### src/pmc_pkg.sv
// pmc_pkg: register map, field layout, reset values, timing and types of the power mode block
// assumes: 250 MHz core clock; registers reached over axi4-lite, one word per register index
package pmc_pkg;

   localparam int CLK_MHZ = 250;

   // low-power entry/exit qualification times and nv programming time
   localparam int ENTER_US   = 100;
   localparam int EXIT_US    = 10;
   localparam int NV_PROG_MS = 24;

   // register indices, byte address is four times the index
   localparam logic [5:0] IDX_SPEED  = 6'h00;
   localparam logic [5:0] IDX_CFG    = 6'h01;
   localparam logic [5:0] IDX_DECODE = 6'h02;
   localparam logic [5:0] IDX_DEVCTL = 6'h03;
   localparam logic [5:0] IDX_NVCTL  = 6'h04;
   localparam logic [5:0] IDX_STATUS = 6'h10;
   localparam logic [5:0] IDX_PARAM0 = 6'h20;
   localparam logic [5:0] IDX_PARAMN = 6'h2B;
   localparam int         NV_BYTES   = 12;

   // field positions
   localparam int NVCTL_TRIG_BIT = 0;
   localparam int NVCTL_SRC_BIT  = 1;
   localparam int STATUS_LP_BIT  = 6;
   localparam int DEC_BEMF_LSB   = 16;

   localparam logic [7:0]  UNLOCK_KEY = 8'hB6;
   localparam logic [8:0]  PWM_TOP    = 9'h1FD;
   localparam logic [1:0]  RESP_OKAY  = 2'h0;
   localparam logic [1:0]  RESP_SLV   = 2'h2;

   // reset values
   localparam logic [8:0]  SPEED_RST = 9'h000;
   localparam logic [4:0]  CFG_RST   = 5'h00;
   localparam logic [95:0] NV_RST    = 96'h0;

   typedef enum logic [1:0] {
      PMC_MODE_ANALOG = 2'h0,
      PMC_MODE_PWM    = 2'h1,
      PMC_MODE_SERIAL = 2'h2
   } pmc_mode_e;

   typedef enum logic [1:0] {
      PMC_ST_RUN  = 2'b01,
      PMC_ST_LOWP = 2'b10
   } pmc_lp_state_e;

   // configuration word: bit0 inhibit, [2:1] mode, bit3 sleep variant, bit4 analog wake pin
   typedef struct packed {
      logic      wake_ana;
      logic      sleep_var;
      pmc_mode_e mode;
      logic      low_power_inhibit;
   } pmc_cfg_s;

   // normalised three-phase waveform from the commutation core
   typedef struct packed {
      logic [2:0][8:0] level;
   } pmc_wave_s;

endpackage : pmc_pkg

### src/pmc_param_decode.sv
// pmc_param_decode: mantissa/exponent decode of a 7-bit motor parameter code
// assumes: code is stable from a register; result is combinational
`timescale 1ns/100ps
module pmc_param_decode (
   // code in
   input  wire logic [6:0]  code,
   // scaled value out
   output logic      [10:0] scaled
);
   // mantissa [3:0] shifted left by exponent [6:4]; all ones gives 15 << 7
   assign scaled = {7'h00, code[3:0]} << code[6:4];
endmodule : pmc_param_decode

### src/pmc_top.sv
// pmc_top: low-power mode control, peak duty pwm and non-volatile parameter store
// assumes: an axi4-lite master on core_clk; speed pin and comparators are asynchronous
// What this block does
// - peak output amplitude scales linearly with peak duty; full command drives full supply
// - third-harmonic coding: one phase held at ground, other two pulse modulated
// - entering sleep or standby stops driving the motor
// - sleep turns off regulator and serial port, resets volatile registers
// - standby keeps regulator, register contents and serial port alive
// - inhibit bit blocks entry to low power but never wakes the device
// - status bit 6 is set while in sleep or standby
// - analog mode: below entry level for entry time enters, above exit level exits
// - pwm mode: pin low for entry time enters, pin high for exit time exits
// - serial mode: zero speed command enters, non-zero command leaves standby
// - serial command cannot wake from sleep; only the speed pin, or the sleep exit comparator in analog mode or in serial mode with wake_ana set, can
// - motor parameters live in 96 bits of non-volatile storage
// - programming takes about 24 ms, then trigger clears itself
// - resistance code in first parameter register, back-emf code in second
// - resistance code is 4-bit mantissa shifted by 3-bit exponent
// - all-ones resistance code decodes to 1920; smallest supported value is 3
// - non-volatile contents copied to working registers at power-on and sleep exit
// - host register writes override non-volatile settings in operation
// - back-emf code uses the same decode; all ones is the maximum
//
// The AXI4-Lite interface to the registers and the register offsets were decided locally.
`timescale 1ns/100ps
module pmc_top #(
   parameter int ENTER_CYC   = pmc_pkg::ENTER_US * pmc_pkg::CLK_MHZ,
   parameter int EXIT_CYC    = pmc_pkg::EXIT_US * pmc_pkg::CLK_MHZ,
   parameter int NV_PROG_CYC = pmc_pkg::NV_PROG_MS * 1000 * pmc_pkg::CLK_MHZ
) (
   // clock and reset
   input  wire logic              core_clk,
   input  wire logic              rst_n,
   // axi4-lite slave
   input  wire logic [7:0]        s_axi_awaddr,
   input  wire logic              s_axi_awvalid,
   output logic                   s_axi_awready,
   input  wire logic [31:0]       s_axi_wdata,
   input  wire logic [3:0]        s_axi_wstrb,
   input  wire logic              s_axi_wvalid,
   output logic                   s_axi_wready,
   output logic [1:0]             s_axi_bresp,
   output logic                   s_axi_bvalid,
   input  wire logic              s_axi_bready,
   input  wire logic [7:0]        s_axi_araddr,
   input  wire logic              s_axi_arvalid,
   output logic                   s_axi_arready,
   output logic [31:0]            s_axi_rdata,
   output logic [1:0]             s_axi_rresp,
   output logic                   s_axi_rvalid,
   input  wire logic              s_axi_rready,
   // speed pin and analog comparators, asynchronous
   input  wire logic              speed_pin,
   input  wire logic              ana_below_entry,
   input  wire logic              ana_above_exit_sb,
   input  wire logic              ana_above_exit_sl,
   // core inputs, same clock
   input  wire logic [8:0]        duty_meas,
   input  wire pmc_pkg::pmc_wave_s wave,
   // power and drive outputs
   output logic [2:0]             phase_pwm,
   output logic                   phase_drive_en,
   output logic                   buck_en,
   output logic                   serial_en,
   output logic                   low_power,
   output logic [8:0]             peak_duty_output
);
   import pmc_pkg::*;

   logic [3:0]          pin_s1_ff, pin_s2_ff;
   pmc_cfg_s            cfg_ff;
   logic [8:0]          speed_cmd_ff;
   logic [7:0]          unlock_key_ff;
   logic                src_sel_ff, nv_busy_ff, load_pend_ff;
   logic [31:0]         nv_cnt_ff, lp_cnt_ff, nxt_lp_cnt;
   logic [7:0]          nv_store_ff [NV_BYTES];
   logic [7:0]          param_ff [NV_BYTES];
   pmc_lp_state_e       state_ff, nxt_state;
   logic                awready_ff, bvalid_ff, arready_ff, rvalid_ff;
   logic [1:0]          bresp_ff, rresp_ff;
   logic [31:0]         rdata_ff, rd_word;
   logic                rd_ok;
   logic [8:0]          pwm_cnt_ff, peak_ff, lvl_min;
   logic [8:0]          duty_ff [3];
   logic [2:0]          phase_pwm_ff;
   logic                drive_en_ff, buck_en_ff, serial_en_ff, low_power_ff;
   logic                enter_cond, exit_cond;
   logic [10:0]         res_scaled, bemf_scaled;

   logic pin_hi, ana_low, ana_sb, ana_sl;
   assign pin_hi  = pin_s2_ff[0];
   assign ana_low = pin_s2_ff[1];
   assign ana_sb  = pin_s2_ff[2];
   assign ana_sl  = pin_s2_ff[3];

   always_ff @(posedge core_clk or negedge rst_n) begin
      if (!rst_n) begin
         pin_s1_ff <= 4'h0;
         pin_s2_ff <= 4'h0;
      end else begin
         pin_s1_ff <= {ana_above_exit_sl, ana_above_exit_sb, ana_below_entry, speed_pin};
         pin_s2_ff <= pin_s1_ff;
      end
   end

   // ---------------- bus slave ----------------
   logic       wr_fire, rd_fire, bus_on, wr_ok, sleep_now;
   logic [5:0] wr_idx, rd_idx;
   assign wr_fire   = awready_ff && s_axi_awvalid && s_axi_wvalid;
   assign rd_fire   = arready_ff && s_axi_arvalid;
   assign wr_idx    = s_axi_awaddr[7:2];
   assign rd_idx    = s_axi_araddr[7:2];
   assign bus_on    = serial_en_ff && !load_pend_ff;
   assign sleep_now = (state_ff == PMC_ST_LOWP) && cfg_ff.sleep_var;

   function automatic logic pmc_mapped(input logic [5:0] idx);
      return (idx <= IDX_NVCTL) || (idx == IDX_STATUS) ||
             (idx >= IDX_PARAM0 && idx <= IDX_PARAMN);
   endfunction : pmc_mapped

   assign wr_ok = wr_fire && bus_on && pmc_mapped(wr_idx);

   // address and data are taken together once both are offered
   always_ff @(posedge core_clk or negedge rst_n) begin
      if (!rst_n) begin
         awready_ff <= 1'b0;
         bvalid_ff  <= 1'b0;
         bresp_ff   <= RESP_OKAY;
      end else begin
         awready_ff <= s_axi_awvalid && s_axi_wvalid && !awready_ff && !bvalid_ff;
         if (wr_fire) begin
            bvalid_ff <= 1'b1;
            bresp_ff  <= wr_ok ? RESP_OKAY : RESP_SLV;
         end else if (s_axi_bready) begin
            bvalid_ff <= 1'b0;
         end
      end
   end

   always_comb begin
      rd_word = 32'h0;
      rd_ok   = bus_on;
      case (rd_idx)
         IDX_SPEED:  rd_word = {23'h0, speed_cmd_ff};
         IDX_CFG:    rd_word = {27'h0, cfg_ff};
         IDX_DECODE: rd_word = {5'h0, bemf_scaled, 5'h0, res_scaled};
         IDX_DEVCTL: rd_word = {24'h0, unlock_key_ff};
         IDX_NVCTL:  rd_word = {30'h0, src_sel_ff, nv_busy_ff};
         IDX_STATUS: rd_word = {25'h0, low_power_ff, 6'h00};
         default: begin
            if (rd_idx >= IDX_PARAM0 && rd_idx <= IDX_PARAMN) begin
               rd_word = {24'h0, param_ff[4'(rd_idx - IDX_PARAM0)]};
            end else begin
               rd_ok = 1'b0;
            end
         end
      endcase
      if (!rd_ok) rd_word = 32'h0;
   end

   always_ff @(posedge core_clk or negedge rst_n) begin
      if (!rst_n) begin
         arready_ff <= 1'b0;
         rvalid_ff  <= 1'b0;
         rdata_ff   <= 32'h0;
         rresp_ff   <= RESP_OKAY;
      end else begin
         arready_ff <= s_axi_arvalid && !arready_ff && !rvalid_ff;
         if (rd_fire) begin
            rvalid_ff <= 1'b1;
            rdata_ff  <= rd_word;
            rresp_ff  <= rd_ok ? RESP_OKAY : RESP_SLV;
         end else if (s_axi_rready) begin
            rvalid_ff <= 1'b0;
         end
      end
   end

   // ---------------- control registers ----------------
   logic trig_req, trig_ok, nv_done;
   assign trig_req = wr_ok && (wr_idx == IDX_NVCTL) && s_axi_wstrb[0] &&
                     s_axi_wdata[NVCTL_TRIG_BIT];
   assign trig_ok  = trig_req && !nv_busy_ff && (unlock_key_ff == UNLOCK_KEY) &&
                     s_axi_wdata[NVCTL_SRC_BIT];
   assign nv_done  = nv_busy_ff && (nv_cnt_ff == 32'(NV_PROG_CYC - 1));

   always_ff @(posedge core_clk or negedge rst_n) begin
      if (!rst_n) begin
         cfg_ff        <= CFG_RST;
         speed_cmd_ff  <= SPEED_RST;
         unlock_key_ff <= 8'h00;
         src_sel_ff    <= 1'b0;
      end else if (sleep_now) begin
         speed_cmd_ff  <= SPEED_RST;
         unlock_key_ff <= 8'h00;
         src_sel_ff    <= 1'b0;
      end else begin
         if (wr_ok && s_axi_wstrb[0]) begin
            if (wr_idx == IDX_CFG) cfg_ff <= s_axi_wdata[4:0];
            if (wr_idx == IDX_SPEED) speed_cmd_ff[7:0] <= s_axi_wdata[7:0];
            if (wr_idx == IDX_DEVCTL) unlock_key_ff <= s_axi_wdata[7:0];
            if (wr_idx == IDX_NVCTL) src_sel_ff <= s_axi_wdata[NVCTL_SRC_BIT];
         end
         if (wr_ok && s_axi_wstrb[1] && wr_idx == IDX_SPEED) begin
            speed_cmd_ff[8] <= s_axi_wdata[8];
         end
         if (nv_done) unlock_key_ff <= 8'h00;
      end
   end

   // programming timer; trigger reads back as busy and clears itself when done
   always_ff @(posedge core_clk or negedge rst_n) begin
      if (!rst_n) begin
         nv_busy_ff <= 1'b0;
         nv_cnt_ff  <= 32'h0;
      end else if (nv_done) begin
         nv_busy_ff <= 1'b0;
         nv_cnt_ff  <= 32'h0;
      end else if (nv_busy_ff) begin
         nv_cnt_ff  <= nv_cnt_ff + 32'h1;
      end else if (trig_ok) begin
         nv_busy_ff <= 1'b1;
      end
   end

   // reload working registers from the store after reset and after sleep exit
   always_ff @(posedge core_clk or negedge rst_n) begin
      if (!rst_n) begin
         load_pend_ff <= 1'b1;
      end else begin
         load_pend_ff <= (state_ff == PMC_ST_LOWP) && (nxt_state == PMC_ST_RUN) &&
                         cfg_ff.sleep_var;
      end
   end

   for (genvar i = 0; i < NV_BYTES; i++) begin : g_nv
      always_ff @(posedge core_clk or negedge rst_n) begin
         if (!rst_n) begin
            nv_store_ff[i] <= NV_RST[i*8 +: 8];
         end else if (nv_done) begin
            nv_store_ff[i] <= param_ff[i];
         end
      end
      always_ff @(posedge core_clk or negedge rst_n) begin
         if (!rst_n) begin
            param_ff[i] <= NV_RST[i*8 +: 8];
         end else if (load_pend_ff) begin
            param_ff[i] <= nv_store_ff[i];
         end else if (wr_ok && s_axi_wstrb[0] && wr_idx == IDX_PARAM0 + 6'(i)) begin
            param_ff[i] <= s_axi_wdata[7:0];
         end
      end
   end

   pmc_param_decode u_res_dec (
      .code   (param_ff[0][6:0]),
      .scaled (res_scaled)
   );
   pmc_param_decode u_bemf_dec (
      .code   (param_ff[1][6:0]),
      .scaled (bemf_scaled)
   );

   // ---------------- low-power state ----------------
   always_comb begin
      case (cfg_ff.mode)
         PMC_MODE_ANALOG: enter_cond = ana_low;
         PMC_MODE_PWM:    enter_cond = !pin_hi;
         default:         enter_cond = (speed_cmd_ff == 9'h000);
      endcase
      if (cfg_ff.sleep_var) begin
         // serial port is off in sleep, so only the pin or the sleep exit comparator can wake
         if (cfg_ff.mode == PMC_MODE_ANALOG ||
             (cfg_ff.mode == PMC_MODE_SERIAL && cfg_ff.wake_ana)) begin
            exit_cond = ana_sl;
         end else begin
            exit_cond = pin_hi;
         end
      end else begin
         case (cfg_ff.mode)
            PMC_MODE_ANALOG: exit_cond = ana_sb;
            PMC_MODE_PWM:    exit_cond = pin_hi;
            default:         exit_cond = (speed_cmd_ff != 9'h000);
         endcase
      end
   end

   always_comb begin
      nxt_state  = state_ff;
      nxt_lp_cnt = 32'h0;
      case (state_ff)
         PMC_ST_RUN: begin
            if (enter_cond && !cfg_ff.low_power_inhibit) begin
               if (lp_cnt_ff == 32'(ENTER_CYC - 1)) nxt_state = PMC_ST_LOWP;
               else nxt_lp_cnt = lp_cnt_ff + 32'h1;
            end
         end
         PMC_ST_LOWP: begin
            if (exit_cond) begin
               if (lp_cnt_ff == 32'(EXIT_CYC - 1)) nxt_state = PMC_ST_RUN;
               else nxt_lp_cnt = lp_cnt_ff + 32'h1;
            end
         end
         default: nxt_state = PMC_ST_RUN;
      endcase
   end

   always_ff @(posedge core_clk or negedge rst_n) begin
      if (!rst_n) begin
         state_ff     <= PMC_ST_RUN;
         lp_cnt_ff    <= 32'h0;
         low_power_ff <= 1'b0;
         drive_en_ff  <= 1'b1;
         buck_en_ff   <= 1'b1;
         serial_en_ff <= 1'b1;
      end else begin
         state_ff     <= nxt_state;
         lp_cnt_ff    <= nxt_lp_cnt;
         low_power_ff <= (nxt_state == PMC_ST_LOWP);
         drive_en_ff  <= (nxt_state == PMC_ST_RUN);
         buck_en_ff   <= !((nxt_state == PMC_ST_LOWP) && cfg_ff.sleep_var);
         serial_en_ff <= !((nxt_state == PMC_ST_LOWP) && cfg_ff.sleep_var);
      end
   end

   // ---------------- amplitude and phase pwm ----------------
   always_comb begin
      lvl_min = wave.level[0];
      if (wave.level[1] < lvl_min) lvl_min = wave.level[1];
      if (wave.level[2] < lvl_min) lvl_min = wave.level[2];
   end

   always_ff @(posedge core_clk or negedge rst_n) begin
      if (!rst_n) begin
         pwm_cnt_ff <= 9'h000;
         peak_ff    <= 9'h000;
      end else begin
         pwm_cnt_ff <= (pwm_cnt_ff == PWM_TOP) ? 9'h000 : pwm_cnt_ff + 9'h001;
         peak_ff    <= (cfg_ff.mode == PMC_MODE_SERIAL) ? speed_cmd_ff : duty_meas;
      end
   end

   for (genvar p = 0; p < 3; p++) begin : g_phase
      logic [17:0] prod;
      // lowest phase sits at zero, amplitude scales with peak duty
      assign prod = 18'(wave.level[p] - lvl_min) * 18'(peak_ff);
      always_ff @(posedge core_clk or negedge rst_n) begin
         if (!rst_n) begin
            duty_ff[p]      <= 9'h000;
            phase_pwm_ff[p] <= 1'b0;
         end else begin
            duty_ff[p]      <= prod[17:9];
            phase_pwm_ff[p] <= (nxt_state == PMC_ST_RUN) && (pwm_cnt_ff < duty_ff[p]);
         end
      end
   end

   assign s_axi_awready    = awready_ff;
   assign s_axi_wready     = awready_ff;
   assign s_axi_bresp      = bresp_ff;
   assign s_axi_bvalid     = bvalid_ff;
   assign s_axi_arready    = arready_ff;
   assign s_axi_rdata      = rdata_ff;
   assign s_axi_rresp      = rresp_ff;
   assign s_axi_rvalid     = rvalid_ff;
   assign phase_pwm        = phase_pwm_ff;
   assign phase_drive_en   = drive_en_ff;
   assign buck_en          = buck_en_ff;
   assign serial_en        = serial_en_ff;
   assign low_power        = low_power_ff;
   assign peak_duty_output = peak_ff;

   // ---------------- assertions ----------------
   AST_LP_STOPS_DRIVE: assert property (@(posedge core_clk) disable iff (!rst_n)
      $rose(low_power_ff) |-> !drive_en_ff && phase_pwm_ff == 3'b000)
      else $error("drive still active in low power");
   AST_SLEEP_OFF: assert property (@(posedge core_clk) disable iff (!rst_n)
      low_power_ff && cfg_ff.sleep_var && $stable(cfg_ff) |-> !buck_en_ff && !serial_en_ff)
      else $error("regulator or serial alive in sleep");
   AST_STANDBY_ON: assert property (@(posedge core_clk) disable iff (!rst_n)
      low_power_ff && !$past(cfg_ff.sleep_var) |-> buck_en_ff && serial_en_ff)
      else $error("standby dropped regulator or serial port");
   AST_INHIBIT: assert property (@(posedge core_clk) disable iff (!rst_n)
      state_ff == PMC_ST_RUN && cfg_ff.low_power_inhibit |=> !low_power_ff)
      else $error("entered low power while inhibited");
   AST_LP_FLAG: assert property (@(posedge core_clk) disable iff (!rst_n)
      rd_fire && rd_idx == IDX_STATUS && bus_on |=> rdata_ff[STATUS_LP_BIT] == $past(low_power_ff))
      else $error("status flag does not track low power");
   AST_ENTRY_TIME: assert property (@(posedge core_clk) disable iff (!rst_n)
      state_ff == PMC_ST_RUN && lp_cnt_ff != 32'(ENTER_CYC - 1) |=> state_ff == PMC_ST_RUN)
      else $error("low power entered before entry time");
   AST_SERIAL_NO_WAKE: assert property (@(posedge core_clk) disable iff (!rst_n)
      state_ff == PMC_ST_LOWP && cfg_ff.sleep_var && !pin_hi && !ana_sl |=> state_ff == PMC_ST_LOWP)
      else $error("woke from sleep without pin");
   AST_NV_DONE: assert property (@(posedge core_clk) disable iff (!rst_n)
      nv_done |=> !nv_busy_ff && nv_store_ff[0] == $past(param_ff[0]))
      else $error("programming did not complete");
   AST_NV_KEY: assert property (@(posedge core_clk) disable iff (!rst_n)
      trig_req && !nv_busy_ff && unlock_key_ff != UNLOCK_KEY |=> !nv_busy_ff)
      else $error("trigger accepted without key");
   AST_NV_BUSY: assert property (@(posedge core_clk) disable iff (!rst_n)
      nv_busy_ff && !nv_done |=> nv_busy_ff && nv_cnt_ff == $past(nv_cnt_ff) + 32'h1)
      else $error("programming cycle disturbed");
   AST_ZERO_PHASE: assert property (@(posedge core_clk) disable iff (!rst_n)
      duty_ff[0] == 9'h000 || duty_ff[1] == 9'h000 || duty_ff[2] == 9'h000)
      else $error("no phase held at ground");
   AST_RELOAD: assert property (@(posedge core_clk) disable iff (!rst_n)
      load_pend_ff |=> param_ff[1] == $past(nv_store_ff[1]))
      else $error("working registers not reloaded");

endmodule : pmc_top

### config.mk
export PLATFORM = sky130hd
export DESIGN_NAME = pmc_top
export DESIGN_NICKNAME = d
export VERILOG_FILES = /design/src/pmc_pkg.sv /design/src/pmc_param_decode.sv /design/src/pmc_top.sv
export SDC_FILE = /design/constraint.sdc
export NUM_CORES = 1
export LEC_CHECK = 0
export BUFFER_PORTS_ARGS = -buffer_cell sky130_fd_sc_hd__buf_2
export CAP_MARGIN = 20
export CORE_MARGIN = 2
export CORE_UTILIZATION = 35
export DETAILED_ROUTE_END_ITERATION = 7
export HOLD_SLACK_MARGIN = 0.08
export SLEW_MARGIN = 15
export SYNTH_ARGS = -nofsm -noshare
export SYNTH_HDL_FRONTEND = slang
export SYNTH_SLANG_ARGS = --single-unit
### constraint.sdc
create_clock -name core_clk -period 8.8 [get_ports core_clk]
set_input_delay 1.76 -clock core_clk [delete_from_list [all_inputs] [get_ports core_clk]]
set_output_delay 1.76 -clock core_clk [all_outputs]
set_load 0.05 [all_outputs]
### After elaboration in Yosys (flattened, before gate mapping)

Cells that the tools add are included.

* flip-flop bits (word level): 382
* input bits: 99
* output and inout bits: 57
* logic and storage cells: 273

* add/subtract/negate cells: 7
* multipliers: 3
* $lt $le $gt $ge: 11
* eq/ne operators: 32
* shift-type cells: 2
* multiplexer cells: 72
* bitwise logic cells: 2
* reduce and logical (&&, ||, !) cells: 87

Operators with widths (count)
* 8-bit two-way mux: 33
* 32-bit two-way mux: 7
* 27-bit case mux with 6 select lines: 1
* 6-bit == test (second input constant): 12
* 32-bit by 1-bit adder with 32-bit output (second input constant): 2
* 32-bit case mux with 2 select lines: 1
* 10-bit by 10-bit multiplier with 18-bit output: 3
* 9-bit < comparator: 5
* 9-bit two-way mux: 5
* 1-bit logical AND: 44
* 2-bit nonzero test: 19
* 8-bit binary-select mux with 4-bit select: 1
* 32-bit by 12-bit == test with 1-bit output (second input constant): 1
* 32-bit by 15-bit == test with 1-bit output (second input constant): 1
* 32-bit by 23-bit == test with 1-bit output (second input constant): 1
* 9-bit by 9-bit subtractor with 10-bit output: 3
* 4-bit by 3-bit << shifter with 11-bit output: 2
* 6-bit by 2-bit == test with 1-bit output (second input constant): 3
* 1-bit two-way mux: 15
* 6-bit by 1-bit == test with 1-bit output (second input constant): 2
* 6-bit by 3-bit == test with 1-bit output (second input constant): 2
* 6-bit by 5-bit == test with 1-bit output (second input constant): 2
* 6-bit >= comparator (second input constant): 2
* 6-bit <= comparator (second input constant): 2
* 23 further kinds: 47

### Depth between registers and ports, before layout

Gate-level depths: netlist (run 1).

* word-level depth: 13
* mapped depth: 46

### Hierarchy

Synthesis (run 1) repeated with hierarchy kept, for this count alone.

* cells, all modules: 3199
* area, all modules: 29818.6 um2

By module, submodules not included
* pmc_top: times used 1, cells each 3139, area an instance 29360.7 um2, sequential area each 9263.9 um2
* pmc_param_decode: times used 2, cells each 30, area an instance 229.0 um2, sequential area each 0.0 um2

### Least setup slack after synthesis (run 1)

No wires, ideal clock.

* path type: input to register
* start point: input port wave[2] in the netlist's numbering
* end point: register duty_ff[8] in the netlist's numbering
* arrival: 11615 ps
* required time: 8666 ps
* slack: -2949 ps
* stages on the path: 43
* cell sequence: inv_1 -> ha_1 -> a211oi_2 -> o211ai_2 -> a21oi_4 -> clkbuf_1 -> nor2_1 -> a21oi_1 -> ha_1 -> a21o_1 -> a21o_1 -> a211o_1 -> a41oi_1 -> o21ai_2 -> a21oi_2 -> nor2_1 -> a21oi_1 -> ha_1 -> [... 7 more ...] -> a31oi_1 -> o311ai_1 -> nand2_1 -> fa_1 -> inv_1 -> fa_1 -> fa_1 -> fa_1 -> inv_1 -> fa_1 -> inv_1 -> ha_1 -> o21a_1 -> o31a_1 -> o41a_1 -> a211o_1 -> a21oi_1 -> xnor3_1

* cells in the longest elaborated chain, start to end: 6

Ends and longest elaborated chain
* from (decl): line pmc_top.sv:59 `input wire pmc_pkg::pmc_wave_s wave,`
* 9-bit < comparator: line pmc_top.sv:329 `if (wave.level[1] < lvl_min) lvl_min = wave.level[1];`
* 9-bit two-way mux (*): line pmc_top.sv:329
* 9-bit < comparator: line pmc_top.sv:330 `if (wave.level[2] < lvl_min) lvl_min = wave.level[2];`
* 9-bit two-way mux (*): line pmc_top.sv:330
* 9-bit by 9-bit subtractor with 10-bit output (*): line pmc_top.sv:346 `assign prod = 18'(wave.level[p] - lvl_min) * 18'(peak_ff);`
* 10-bit by 10-bit multiplier with 18-bit output (*): line pmc_top.sv:346
* via g_phase[2].prod[17]: line pmc_top.sv:344 `logic [17:0] prod;`
* to (signal, indexed assignment): line pmc_top.sv:352 `duty_ff[p] <= prod[17:9];`
* to (decl): line pmc_top.sv:84 `logic [8:0] duty_ff [3];`

The timed path passes the listed nets; every way through them passes the cells marked *.
A chain may end at the register's enable or synchronous reset.

### Worst setup path in the final report (run 1)

* start point: input port wave[17] in the netlist's numbering
* end point: register duty_ff[8] in the netlist's numbering

The elaborated chain is that of the path after synthesis.

==> summary by stage, run 1 <==
Worst hold path
For hold timing, the worst endpoint is pin_s2_ff[3]$_DFF_PN0_. In this run the most critical hold path is launched from pin_s1_ff[3]$_DFF_PN0_. Along the worst hold path, the cell count comes to 0. The type of the most critical hold path is reg2reg.

Timing
The final clock period utilization by the worst path is 119%. For the pin with the worst max-slew slack, the measured transition is 1.13 ns. In the post-route analysis, the smallest setup slack over all paths is -1.64 ns. The worst slew margin relative to its limit is 24.1%. Setup repair after global routing could not meet its margin everywhere.

On the final layout, the worst clock skew is 0.0283 ns. On the final layout, the worst hold slack is 0.347 ns. Setup violations remaining at the end of the flow were counted as 27.

The hold violation count in the final report was 0. The clock period minus worst slack is 10.44 ns. The total negative setup slack is -35.13 ns. The highest achievable clock rate is 0.0958 GHz.

The number of pins with negative max-slew slack in the final report came to 0.

Setup path
The worst register-to-register path has a setup slack of 2.88 ns. The peak per-stage delay on the critical path is 0.50 ns. STA classifies the critical path startpoint as a primary input. Counting cells, the worst reg-to-reg path comes to 18.

The required time at the endpoint of the critical path is 9.22 ns. The most frequent cell on the critical path is sky130_fd_sc_hd__buf_4. The source of the worst register-to-register timing path is peak_duty_output[6]$_DFF_PN0_. For this design, the slowest cell found on the critical path is sky130_fd_sc_hd__fa_1. The endpoint identified for the worst register-to-register timing path is duty_ff[8]$_DFF_PN0_.

The worst setup path category is in2reg. The worst setup path is captured at a flop. The critical-path maximum fanout is 6. The endpoint arrival time on the critical path is 10.86 ns.

Placement
The post-detailed-placement half-perimeter wirelength is 53.8 mm. The total of buffers placed on input and output ports is 114. The routability congestion estimate from global placement is 0.864.

The number of placed instances, taps included, is 4316.

Run
The tool flagged a number of max-cap violations equal to 0.

Detailed routing
The detailed router finished its first iteration with 1456 violations. The via density per instance is 4.98. The wire length reported by the detailed router is 73.8 mm. In the final routed layout, each cell accounts on average for 16.5 um. In this run the remaining antenna-violating nets after routing total 0.

In the routed design, unresolved DRC markers number 0. The first detailed-routing pass ran for 6 iterations. For this block, the via count after detailed routing is 22200.

Yosys
Summed over all instances, the cell type with the most area after synthesis is sky130_fd_sc_hd__dfrtp_1. Synthesis inferred 370 register bits. The most frequently used cell type in the post-synthesis netlist is sky130_fd_sc_hd__dfrtp_1. The async set-reset flop share out of synthesis is 100%.

The post-synthesis cell area is 29100 um2. The most used flip-flop cell after synthesis is sky130_fd_sc_hd__dfrtp_1. The area fraction of the dominant cell type after synthesis is 31.5%. The commonest cells after synthesis are sky130_fd_sc_hd__dfrtp_1, sky130_fd_sc_hd__inv_1, sky130_fd_sc_hd__nand2_1.

The netlist uses 90 different library cells. After synthesis, the cell types taking the most area are sky130_fd_sc_hd__dfrtp_1, sky130_fd_sc_hd__fa_1, sky130_fd_sc_hd__ha_1, sky130_fd_sc_hd__mux2i_1, sky130_fd_sc_hd__inv_1. During synthesis, Yosys emitted a total of 0 warnings. For this run, the register share of the synthesized area comes to 31.9%.

Averaged over all synthesized cells, the footprint is 9.83 um2. The number of synthesized flops with an enable pin is 0. The gate count of the mapped netlist is 2957.

Floorplan
For this design the top-level I/O count stands at 156. The core region area is 82100 um2. After floorplanning, the core was divided into 105 placement rows. The effective utilization at floorplan is 35.4%. The floorplan step set the die width to 292 um. The die height is 292 um.

The die covers 85400 um2.

Global route
Entering global routing, the biggest net connects 121 pins. The number of antenna violations at the first check in global routing is 3. The total overflow reported by the global router is 0. The first global-routing pass estimated 122 mm of wire. The all-layer global routing usage is 17.7%. The number of global-route vias before repair is 23100.

Layout
The number of diodes added for antenna fixing is 0. For this run, the post-layout net count is 3850. Once layout is complete, the utilization of the core stands at 43.4%.

The fraction of layout instances using a drive strength above 1 is 25.7%. Excluding fillers, the count of instances in the completed layout stands at 4461. The layout has 7816 filler cells. Compared with the post-synthesis result, the final layout area differs by 22.7%.

CTS
The clock buffer count from CTS is 42. The root cell of the clock tree is sky130_fd_sc_hd__clkbuf_16. Clock-pin slew was measured on the worst setup and hold paths at 0.06 ns.

For this design, the sink count on the clock tree is 370. The clock tree from TritonCTS is done. The level count of the clock H-tree is 2. The total of hold buffers inserted after clock tree synthesis is 0. The maximum root-to-sink buffer count is 3. The clock latency at the later pin of the worst-skew pair is 0.57 ns.

Status
The flow ran to the end, but the final reports show violations. The checks that failed: negative setup slack.
cells in the final DEF, fill, tap and decap left out, types with 19 or more instances in the layout:
cell	n
sky130_fd_sc_hd__dfrtp_1	366
sky130_fd_sc_hd__buf_4	346
sky130_fd_sc_hd__inv_1	336
sky130_fd_sc_hd__nand2_1	316
sky130_fd_sc_hd__fa_1	211
sky130_fd_sc_hd__nor2_1	166
sky130_fd_sc_hd__o21ai_0	150
sky130_fd_sc_hd__ha_1	150
sky130_fd_sc_hd__mux2i_1	139
sky130_fd_sc_hd__mux2_2	115
sky130_fd_sc_hd__buf_2	110
sky130_fd_sc_hd__and2_1	104
sky130_fd_sc_hd__xnor2_1	70
sky130_fd_sc_hd__nand3_1	59
sky130_fd_sc_hd__xor2_1	53
sky130_fd_sc_hd__a21oi_1	44
sky130_fd_sc_hd__clkbuf_16	42
sky130_fd_sc_hd__nor2b_1	33
sky130_fd_sc_hd__and3_1	28
sky130_fd_sc_hd__nand2b_1	26
sky130_fd_sc_hd__nor3_1	25
sky130_fd_sc_hd__mux4_2	24
sky130_fd_sc_hd__a21o_1	20
sky130_fd_sc_hd__nand3b_1	19
sky130_fd_sc_hd__ha_4	19
sky130_fd_sc_hd__buf_6	19
critical path, delay by kind of cell:
kind	cells	cell delay (ns)
and+or+nand+nor	4	0.40
xor gates and xnor gates	2	0.45
buffers and inverters	27	3.04
adders and majority gates	7	2.73
AOI/OAI and AO/OA	12	2.47
sequential cells by signal, indices dropped and copies added (netlist names), 2 cells and up:
register          count
speed_cmd_ff          9
cfg_ff                5
pin_s2_ff             4
peak_duty_output      9
unlock_key_ff         8
param_ff             96
state_ff              2
nv_store_ff          96
pwm_cnt_ff            9
phase_pwm             3
s_axi_rdata          22
duty_ff              27
lp_cnt_ff            32
nv_cnt_ff            32
pin_s1_ff             4
area by class of cell:
cell class	instances	area [um2]	area share, %
multi-input combinational	2107	18800	52.8
sequential	370	9270	26.0
timing repair buffer	482	3490	9.78
inverter	356	1350	3.77
tap	1070	1340	3.75
clock buffer	55	1180	3.31
clock inverter	21	230	0.645
layer usage:
layer | vias to the layer above | wire [um] | GRT usage, % | part of all wire, %
met4 | 2 | 1340 | 3.96 | 1.8
met2 | 379 | 35200 | 29.7 | 48
met1 | 11100 | 34800 | 24.5 | 47
met3 | 91 | 2490 | 1.91 | 3.4
met5 | - | 7 | 0 | 0.0095
li1 | 10600 | - | - | -
how the worst max path moves through the flow:
stage,from,endpoint,depth (start not counted)
finish,wave[17],duty_ff[8]$_DFF_PN0_,52
global route,wave[2],duty_ff[26]$_DFF_PN0_,45
CTS,wave[8],duty_ff[8]$_DFF_PN0_,46
detailed placement,wave[8],duty_ff[8]$_DFF_PN0_,42
global placement,wave[2],duty_ff[8]$_DFF_PN0_,41
floorplan,wave[11],duty_ff[8]$_DFF_PN0_,44
through the flow:
step	cell area [um2]	worst slack, ns
after floorplan	29600	-2.06
after global placement	33200	-2.09
after detailed placement	33200	-2.25
after CTS	35300	-1.46
after global routing	35700	-2.01
final	35700	-1.64
what timing repair did:
item                                    CTS  global route
gates resized for setup                  74            60
endpoints found under the setup margin   27            27
pin swaps                                81           101
setup buffers                            53            21
gates cloned                              0             0
cells by family (layout without fill, tap and decap cells):
family	Yosys count	count (layout)	share of synthesized area [%]
AND/OR/NAND/NOR	891	891	14.7
buffers and inverters	491	914	6.59
adder cells (fa/ha/maj)	401	401	22.8
AO/OA/AOI/OAI	384	384	8.61
flip-flops	370	370	31.9
multiplexers	281	281	11.2
XOR/XNOR	138	138	4.20
other	1	12	0.0129
Power of run 1 is not shown: default switching activity piles up to over one toggle a cycle in this logic, so the estimate is an artifact.
==> inputs of run 2 (changes only) <==
SETUP_SLACK_MARGIN = 0.4   (was not set)
==> run 2 against run 1 <==
Sequential share of layout area about the same; design area increased by 0.15%; utilization increased by 0.064 points; routed wire length increased by 0.22%; die area unchanged; maximum frequency increased by 0.24%; the flow still finishes with violations (negative setup slack); critical path depth unchanged; first-iteration DRC count decreased by 1.8%; flip-flop and latch count unchanged.
==> summary by stage, run 2 (synthesized netlist as in run 1, its figures left out) <==
Setup path
The type of destination of the critical path is a flop. The endpoint of the most critical register-to-register path is duty_ff[8]$_DFF_PN0_. The peak per-stage delay on the critical path was 0.50 ns (about the same).

The required time at the endpoint of the critical path is 9.22 ns (about the same). Among all stages on the critical path, the largest delay is contributed by sky130_fd_sc_hd__fa_1. The endpoint arrival time on the critical path is 10.84 ns (-0.02 ns). The logic depth of the worst register-to-register path was 18 (unchanged). The source of the worst register-to-register timing path is peak_duty_output[6]$_DFF_PN0_. The worst setup path is launched from a primary input. Among the stages of the critical path, the cell type that occurs most often is sky130_fd_sc_hd__buf_4. The critical-path maximum fanout came to 6 (unchanged). The critical path is of the in2reg type.

The setup slack on the worst flop-to-flop path is 2.87 ns (about the same).

Layout
The library cell used most frequently in the layout, excluding fill and tap cells, is sky130_fd_sc_hd__dfrtp_1. The layout filler cell count is 7814 (-0.026%). The area added between synthesis and finish is 22.9%. In the final layout, the registers with the most flip-flops are nv_store_ff (96), param_ff (96). The number of diodes added for antenna fixing is 0 (unchanged). The footprint of the flip-flops and latches is 9270 um2 (unchanged). The number of non-filler instances in the completed layout is 4466 (+0.11%). Leaving out fill and tap cells, the most frequent cells in the layout are sky130_fd_sc_hd__dfrtp_1, sky130_fd_sc_hd__buf_4, sky130_fd_sc_hd__inv_1. The number of nets in the layout is 3855 (+0.13%). The final standard cell area without fillers was 35700 um2 (+0.15%). The fraction of layout instances using a drive strength above 1 is 25.8% (+0.14 points). The area of combinational cells with multiple inputs is 18800 um2 (unchanged).

Global route
The number of antenna violations at the first check in global routing is 3 (unchanged). The number of global-route vias before repair is 23100 (+0.069%). The maximum number of pins on one net before global-route repair came to 121 (unchanged). The total overflow reported by the global router is 0 (unchanged).

The all-layer global routing usage came to 17.7% (about the same). The wire length of the first global-routing pass is 122 mm (about the same).

Detailed routing
The number of iterations in the first detailed-routing pass is 5 (-1). The remaining design rule violation count was 0 (unchanged). The total number of vias is 22200 (+0.14%). The routed length per instance is 16.6 um (+0.11%). The count of nets left with antenna violations after detail routing is 0 (unchanged).

The via density per instance is 4.98 (about the same). The wire length reported by the detailed router is 74.0 mm (+0.22%). The number of DRC markers after the initial detailed-route iteration is 1430 (-1.8%).

CTS
The maximum root-to-sink buffer count is 3 (unchanged). The clock latency at the later pin of the worst-skew pair was 0.57 ns (about the same). The level count of the clock H-tree is 2 (unchanged).

The clock buffer count from CTS was 42 (unchanged). The clock sink count is 370 (unchanged). The tree is rooted in a sky130_fd_sc_hd__clkbuf_16. The clock transition at the register clock pins on the worst setup and hold paths after CTS is 0.06 ns (about the same). The clock tree from TritonCTS is done.

Timing
The least setup slack across all paths after layout is -1.62 ns (+0.0251 ns). The number of setup violations in the final report is 27 (unchanged). The clock period minus worst slack is 10.42 ns (-0.0251 ns). The highest achievable clock rate was 0.0960 GHz (+0.24%). The final clock skew is 0.0285 ns (+0.000284 ns). Setup repair after global routing could not meet its margin everywhere. The number of pins with negative max-slew slack in the final report is 0 (unchanged). The pin slew with the least headroom to its limit came to 1.10 ns (-0.0290 ns). The worst hold slack after final layout is 0.347 ns (-0.00000300 ns). The hold violation count in the final report was 0 (unchanged). The final clock period utilization by the worst path is 118% (-0.29 points). The worst slew margin relative to its limit is 26.1% (+1.9 points).

Placement
The worst-case setup slack after placement is -2.25 ns (unchanged). The routability congestion estimate from global placement was 0.864 (unchanged). The post-detailed-placement half-perimeter wirelength is 53.8 mm (unchanged). The total of buffers placed on input and output ports is 114 (unchanged).

The post-placement cell count came to 4316 (unchanged). The cell area after placement came to 33200 um2 (unchanged).

Floorplan
The die height is 292 um (unchanged). The effective utilization at floorplan is 35.4% (unchanged). The number of rows in the core area is 105 (unchanged). The width of the die came to 292 um (unchanged).

The core region area is 82100 um2 (unchanged). The area of the die is 85400 um2 (unchanged). The top-level I/O count came to 156 (unchanged).

Worst hold path
The cell count of the worst hold path came to 0 (unchanged). For hold timing, the worst endpoint is pin_s2_ff[3]$_DFF_PN0_. The type of the most critical hold path is reg2reg.

The worst hold path begins at pin_s1_ff[3]$_DFF_PN0_.

Run
The number of violations of the max-capacitance limit was 0 (unchanged).

Status
The final reports fail on negative setup slack. The run finished, with violations left.
==> run 2: cell types whose count changed in the layout (fill, tap and decap cells not counted), sizes merged <==
cell | previous run | this run
buf | 482 | 487
==> run 2: area by class of cell <==
class / instances / share of cell area [%]
clock buffers: 55 / 3.30
clock inverters: 21 / 0.644
inverters: 356 / 3.77
multi-input cells: 2107 / 52.7
flip-flops and latches: 370 / 25.9
well taps: 1070 / 3.75
repair buffers: 487 / 9.91
==> run 2: how the worst max path moves through the flow <==
| stage | start | end | slack, ns |
|---|---|---|---|
| 6_report | wave[17] | duty_ff[8]$_DFF_PN0_ | -1.62 |
| 5_1_grt | wave[2] | duty_ff[26]$_DFF_PN0_ | -1.99 |
| 4_1_cts | wave[8] | duty_ff[8]$_DFF_PN0_ | -1.46 |
| 3_5_place_dp | wave[8] | duty_ff[8]$_DFF_PN0_ | -2.25 |
| 3_3_place_gp | wave[2] | duty_ff[8]$_DFF_PN0_ | -2.09 |
| 2_1_floorplan | wave[11] | duty_ff[8]$_DFF_PN0_ | -2.06 |
==> run 2: timing repair <==
item | CTS | global route
hold buffers | 0 | 0
pin swaps | 81 | 99
resized for setup | 76 | 62
setup endpoints to repair | 27 | 27
setup buffers | 53 | 21
==> run 2: critical path: cells and delay by family <==
kind | cells | cell delay, ns
AOI/OAI and AO/OA | 12 | 2.46
and+or+nand+nor | 4 | 0.40
xor gates and xnor gates | 2 | 0.45
buffers and inverters | 27 | 3.01
adders and majority gates | 7 | 2.73
==> run 2: through the flow <==
stage	setup TNS [ns]	util, %
2_1_floorplan	-40.11	-
3_3_place_gp	-46.88	40.4
3_5_place_dp	-50.93	40.4
4_1_cts	-31.74	43.0
5_1_grt	-44.38	43.5
6_report	-35.95	43.5
==> run 2: metal layers <==
layer,share of wire [%],wire length (um),track usage (%),vias to the layer above
li1,-,-,-,10600
met1,47,34700,24.5,11100
met2,48,35500,29.8,394
met3,3.3,2460,1.91,94
met4,1.8,1330,3.96,2
met5,0.0095,7,0,-
Power of run 2 is left out for the same reason.
==> inputs of run 3 (changes only) <==
BUFFER_PORTS_ARGS = -buffer_cell sky130_fd_sc_hd__buf_4   (was -buffer_cell sky130_fd_sc_hd__buf_2)
SKIP_CTS_REPAIR_TIMING = 1   (was not set)
==> run 3 against run 2 <==
Count of clock-buffer cells in the layout is 8 higher; critical endpoint is now duty_ff[17]$_DFF_PN0_; die area stayed put; highest routed layer is now met4; register-to-register slack worse by 0.03 ns; first-iteration DRC count is 7.0% lower; cell count is 1.0% lower; critical path depth is 5 lower; clock skew is 0.0052 ns lower; via count is 0.82% lower; critical path type unchanged; routed wire length is 1.0% lower; design area is 0.70% lower; non-clock buffer count is 44 lower; the flow still finishes with violations (negative setup slack).
==> summary by stage, run 3 (synthesized netlist as in run 1, its figures left out) <==
Placement
The post-detailed-placement half-perimeter wirelength is 53.4 mm (-0.72%). The total of buffers placed on input and output ports is 114 (unchanged). The routability congestion estimate from global placement is 0.864 (about the same).

Timing
The highest achievable clock rate is 0.0957 GHz (-0.31%). The final clock period utilization by the worst path is 119% (+0.37 points). The number of pins with negative max-slew slack in the final report is 0 (unchanged). The least setup slack across all paths after layout is -1.65 ns (-0.0325 ns). The hold violation count in the final report is 0 (unchanged). The final clock skew is 0.0233 ns (-0.00524 ns). The number of setup violations in the final report is 27 (unchanged).

The clock period minus worst slack is 10.45 ns (+0.0325 ns). Setup repair after global routing could not meet its margin everywhere. The worst slew margin relative to its limit is 30.9% (+4.8 points).

The worst hold slack after final layout is 0.347 ns (-0.000788 ns). The pin slew with the least headroom to its limit is 1.04 ns (-0.0668 ns).

Global route
The number of global-route vias before repair is 22700 (-2.1%). The wire length of the first global-routing pass is 121 mm (-1.2%). The met1 global-route usage is 24.5% (-0.052 points). The total overflow reported by the global router is 0 (unchanged). The all-layer global routing usage is 17.5% (-0.22 points). The global-route met2 utilization is 28.8% (-0.99 points). The maximum number of pins on one net before global-route repair is 164 (+36%). The global-route met3 utilization is 2.43% (+0.52 points). The highest-utilization routing layer at the global route stage is met2.

The number of antenna violations at the first check in global routing was 0 (-3).

Layout
The number of diodes added for antenna fixing was 0 (unchanged). The number of nets in the layout was 3811 (-1.1%). The fraction of layout instances using a drive strength above 1 is 24.1% (-1.6 points).

The final cell utilization of the core is 43.2% (-0.30 points). In the final layout, the registers with the most flip-flops are nv_store_ff (96), param_ff (96). Relative to the synthesized area, the layout overhead comes to 22.0%. The top cell types in the final layout, fill and taps aside, are sky130_fd_sc_hd__buf_4, sky130_fd_sc_hd__dfrtp_1, sky130_fd_sc_hd__inv_1. The most common library cell in the layout ignoring fill and taps is sky130_fd_sc_hd__buf_4. The layout filler cell count is 7861 (+0.60%).

Detailed routing
The via density per instance is 4.99 (+0.21%). The remaining design rule violation count is 0 (unchanged). The routed length per instance is 16.6 um (about the same). The total number of vias is 22100 (-0.82%). The number of DRC markers after the initial detailed-route iteration is 1330 (-7.0%). The count of nets left with antenna violations after detail routing is 0 (unchanged). The number of iterations in the first detailed-routing pass is 5 (unchanged). The wire length reported by the detailed router was 73.2 mm (-1.0%).

Setup path
The endpoint arrival time on the critical path is 10.87 ns (+0.03 ns). The cell type of the slowest stage on the worst timing path is sky130_fd_sc_hd__fa_1. The peak per-stage delay on the critical path is 0.53 ns (+0.03 ns). The worst setup path category is in2reg. The number of buffer and inverter stages on the critical path came to 8 (-70%).

By instance count, the cell type seen most on the critical path is sky130_fd_sc_hd__fa_1. The path length in cells of the critical path is 47 (-9.6%). Broken down by cell family, the worst path's largest delay share belongs to adder cells. The category of the worst setup path launch point is a primary input. The required time at the endpoint of the critical path is 9.22 ns (about the same). STA classifies the critical path endpoint as a flop. The critical-path maximum fanout is 8 (+2).

The logic depth of the worst register-to-register path is 18 (unchanged).

CTS
The clock buffer count from CTS is 42 (unchanged). The level count of the clock H-tree was 2 (unchanged). TritonCTS built the clock tree. The clock latency at the later pin of the worst-skew pair came to 0.57 ns (about the same). The maximum root-to-sink buffer count is 3 (unchanged). The root buffer cell chosen for the clock tree is sky130_fd_sc_hd__clkbuf_16. The clock sink count was 370 (unchanged).

The clock transition at the register clock pins on the worst setup and hold paths after CTS was 0.06 ns (about the same).

Floorplan
The width of the die is 292 um (unchanged). The top-level I/O count is 156 (unchanged). The die height is 292 um (unchanged). The effective utilization at floorplan is 35.4% (unchanged). The area of the die is 85400 um2 (unchanged). The core region area is 82100 um2 (unchanged). The number of rows in the core area is 105 (unchanged).

Worst hold path
The type of the most critical hold path is reg2reg. The cell count of the worst hold path is 0 (unchanged).

Run
The number of violations of the max-capacitance limit is 0 (unchanged).

Status
The final reports fail on negative setup slack. The run finished, with violations left.
run 3: final timing paths:
check	from	to	slack, ns
setup / recovery	wave[6]	duty_ff[17]$_DFF_PN0_	-1.65
hold / removal	pin_s1_ff[3]$_DFF_PN0_	pin_s2_ff[3]$_DFF_PN0_	0.35
setup reg to reg	peak_duty_output[6]$_DFF_PN0_	duty_ff[26]$_DFF_PN0_	2.84
hold reg to reg	pin_s1_ff[3]$_DFF_PN0_	pin_s2_ff[3]$_DFF_PN0_	0.35
max in group asynchronous	rst_n	nv_cnt_ff[13]$_DFFE_PN0P_	6.22
min in group asynchronous	rst_n	nv_store_ff[10]$_DFFE_PN0P_	1.19
run 3: through the flow:
step	setup WS, ns	instance area (um2)	cells	setup TNS, ns
2_1_floorplan	-2.06	29600	2968	-40.11
6_report	-1.65	35500	4420	-34.59
5_1_grt	-2.07	35500	4420	-43.87
3_3_place_gp	-2.10	33400	4315	-47.35
3_5_place_dp	-2.20	33400	4315	-50.94
4_1_cts	-1.65	34800	4389	-36.04
run 3: worst register-to-register path, cell delays in order (launching register included):
cell and delay [ns]:
sky130_fd_sc_hd__dfrtp_1 0.94, sky130_fd_sc_hd__inv_1 0.47, sky130_fd_sc_hd__o311ai_0 0.46, sky130_fd_sc_hd__nor3_1 0.11, sky130_fd_sc_hd__buf_4 0.15, sky130_fd_sc_hd__fa_1 0.47, sky130_fd_sc_hd__inv_1 0.05, sky130_fd_sc_hd__fa_1 0.51
sky130_fd_sc_hd__fa_1 0.44, sky130_fd_sc_hd__fa_1 0.54, sky130_fd_sc_hd__inv_1 0.05, sky130_fd_sc_hd__fa_1 0.52, sky130_fd_sc_hd__inv_1 0.04, sky130_fd_sc_hd__ha_1 0.30, sky130_fd_sc_hd__and3_1 0.16, sky130_fd_sc_hd__o211ai_1 0.09
sky130_fd_sc_hd__and3_1 0.17, sky130_fd_sc_hd__a311oi_2 0.25, sky130_fd_sc_hd__xnor2_1 0.14
run 3: layout make-up:
cell class	instances	area (um2)	share of cell area, %
multi-input combinational	2107	18700	52.8
inverter	356	1350	3.80
tap	1070	1340	3.77
timing repair buffer	443	3430	9.68
sequential	370	9270	26.1
clock buffer	63	1240	3.50
clock inverter	11	113	0.317
run 3: layer usage:
layer,part of all wire (%),vias to the layer above
li1,-,10500
met2,47,338
met1,47,11100
met4,1.9,0
met3,3.6,88
met5,0,-
Power of run 3 is left out for the same reason.
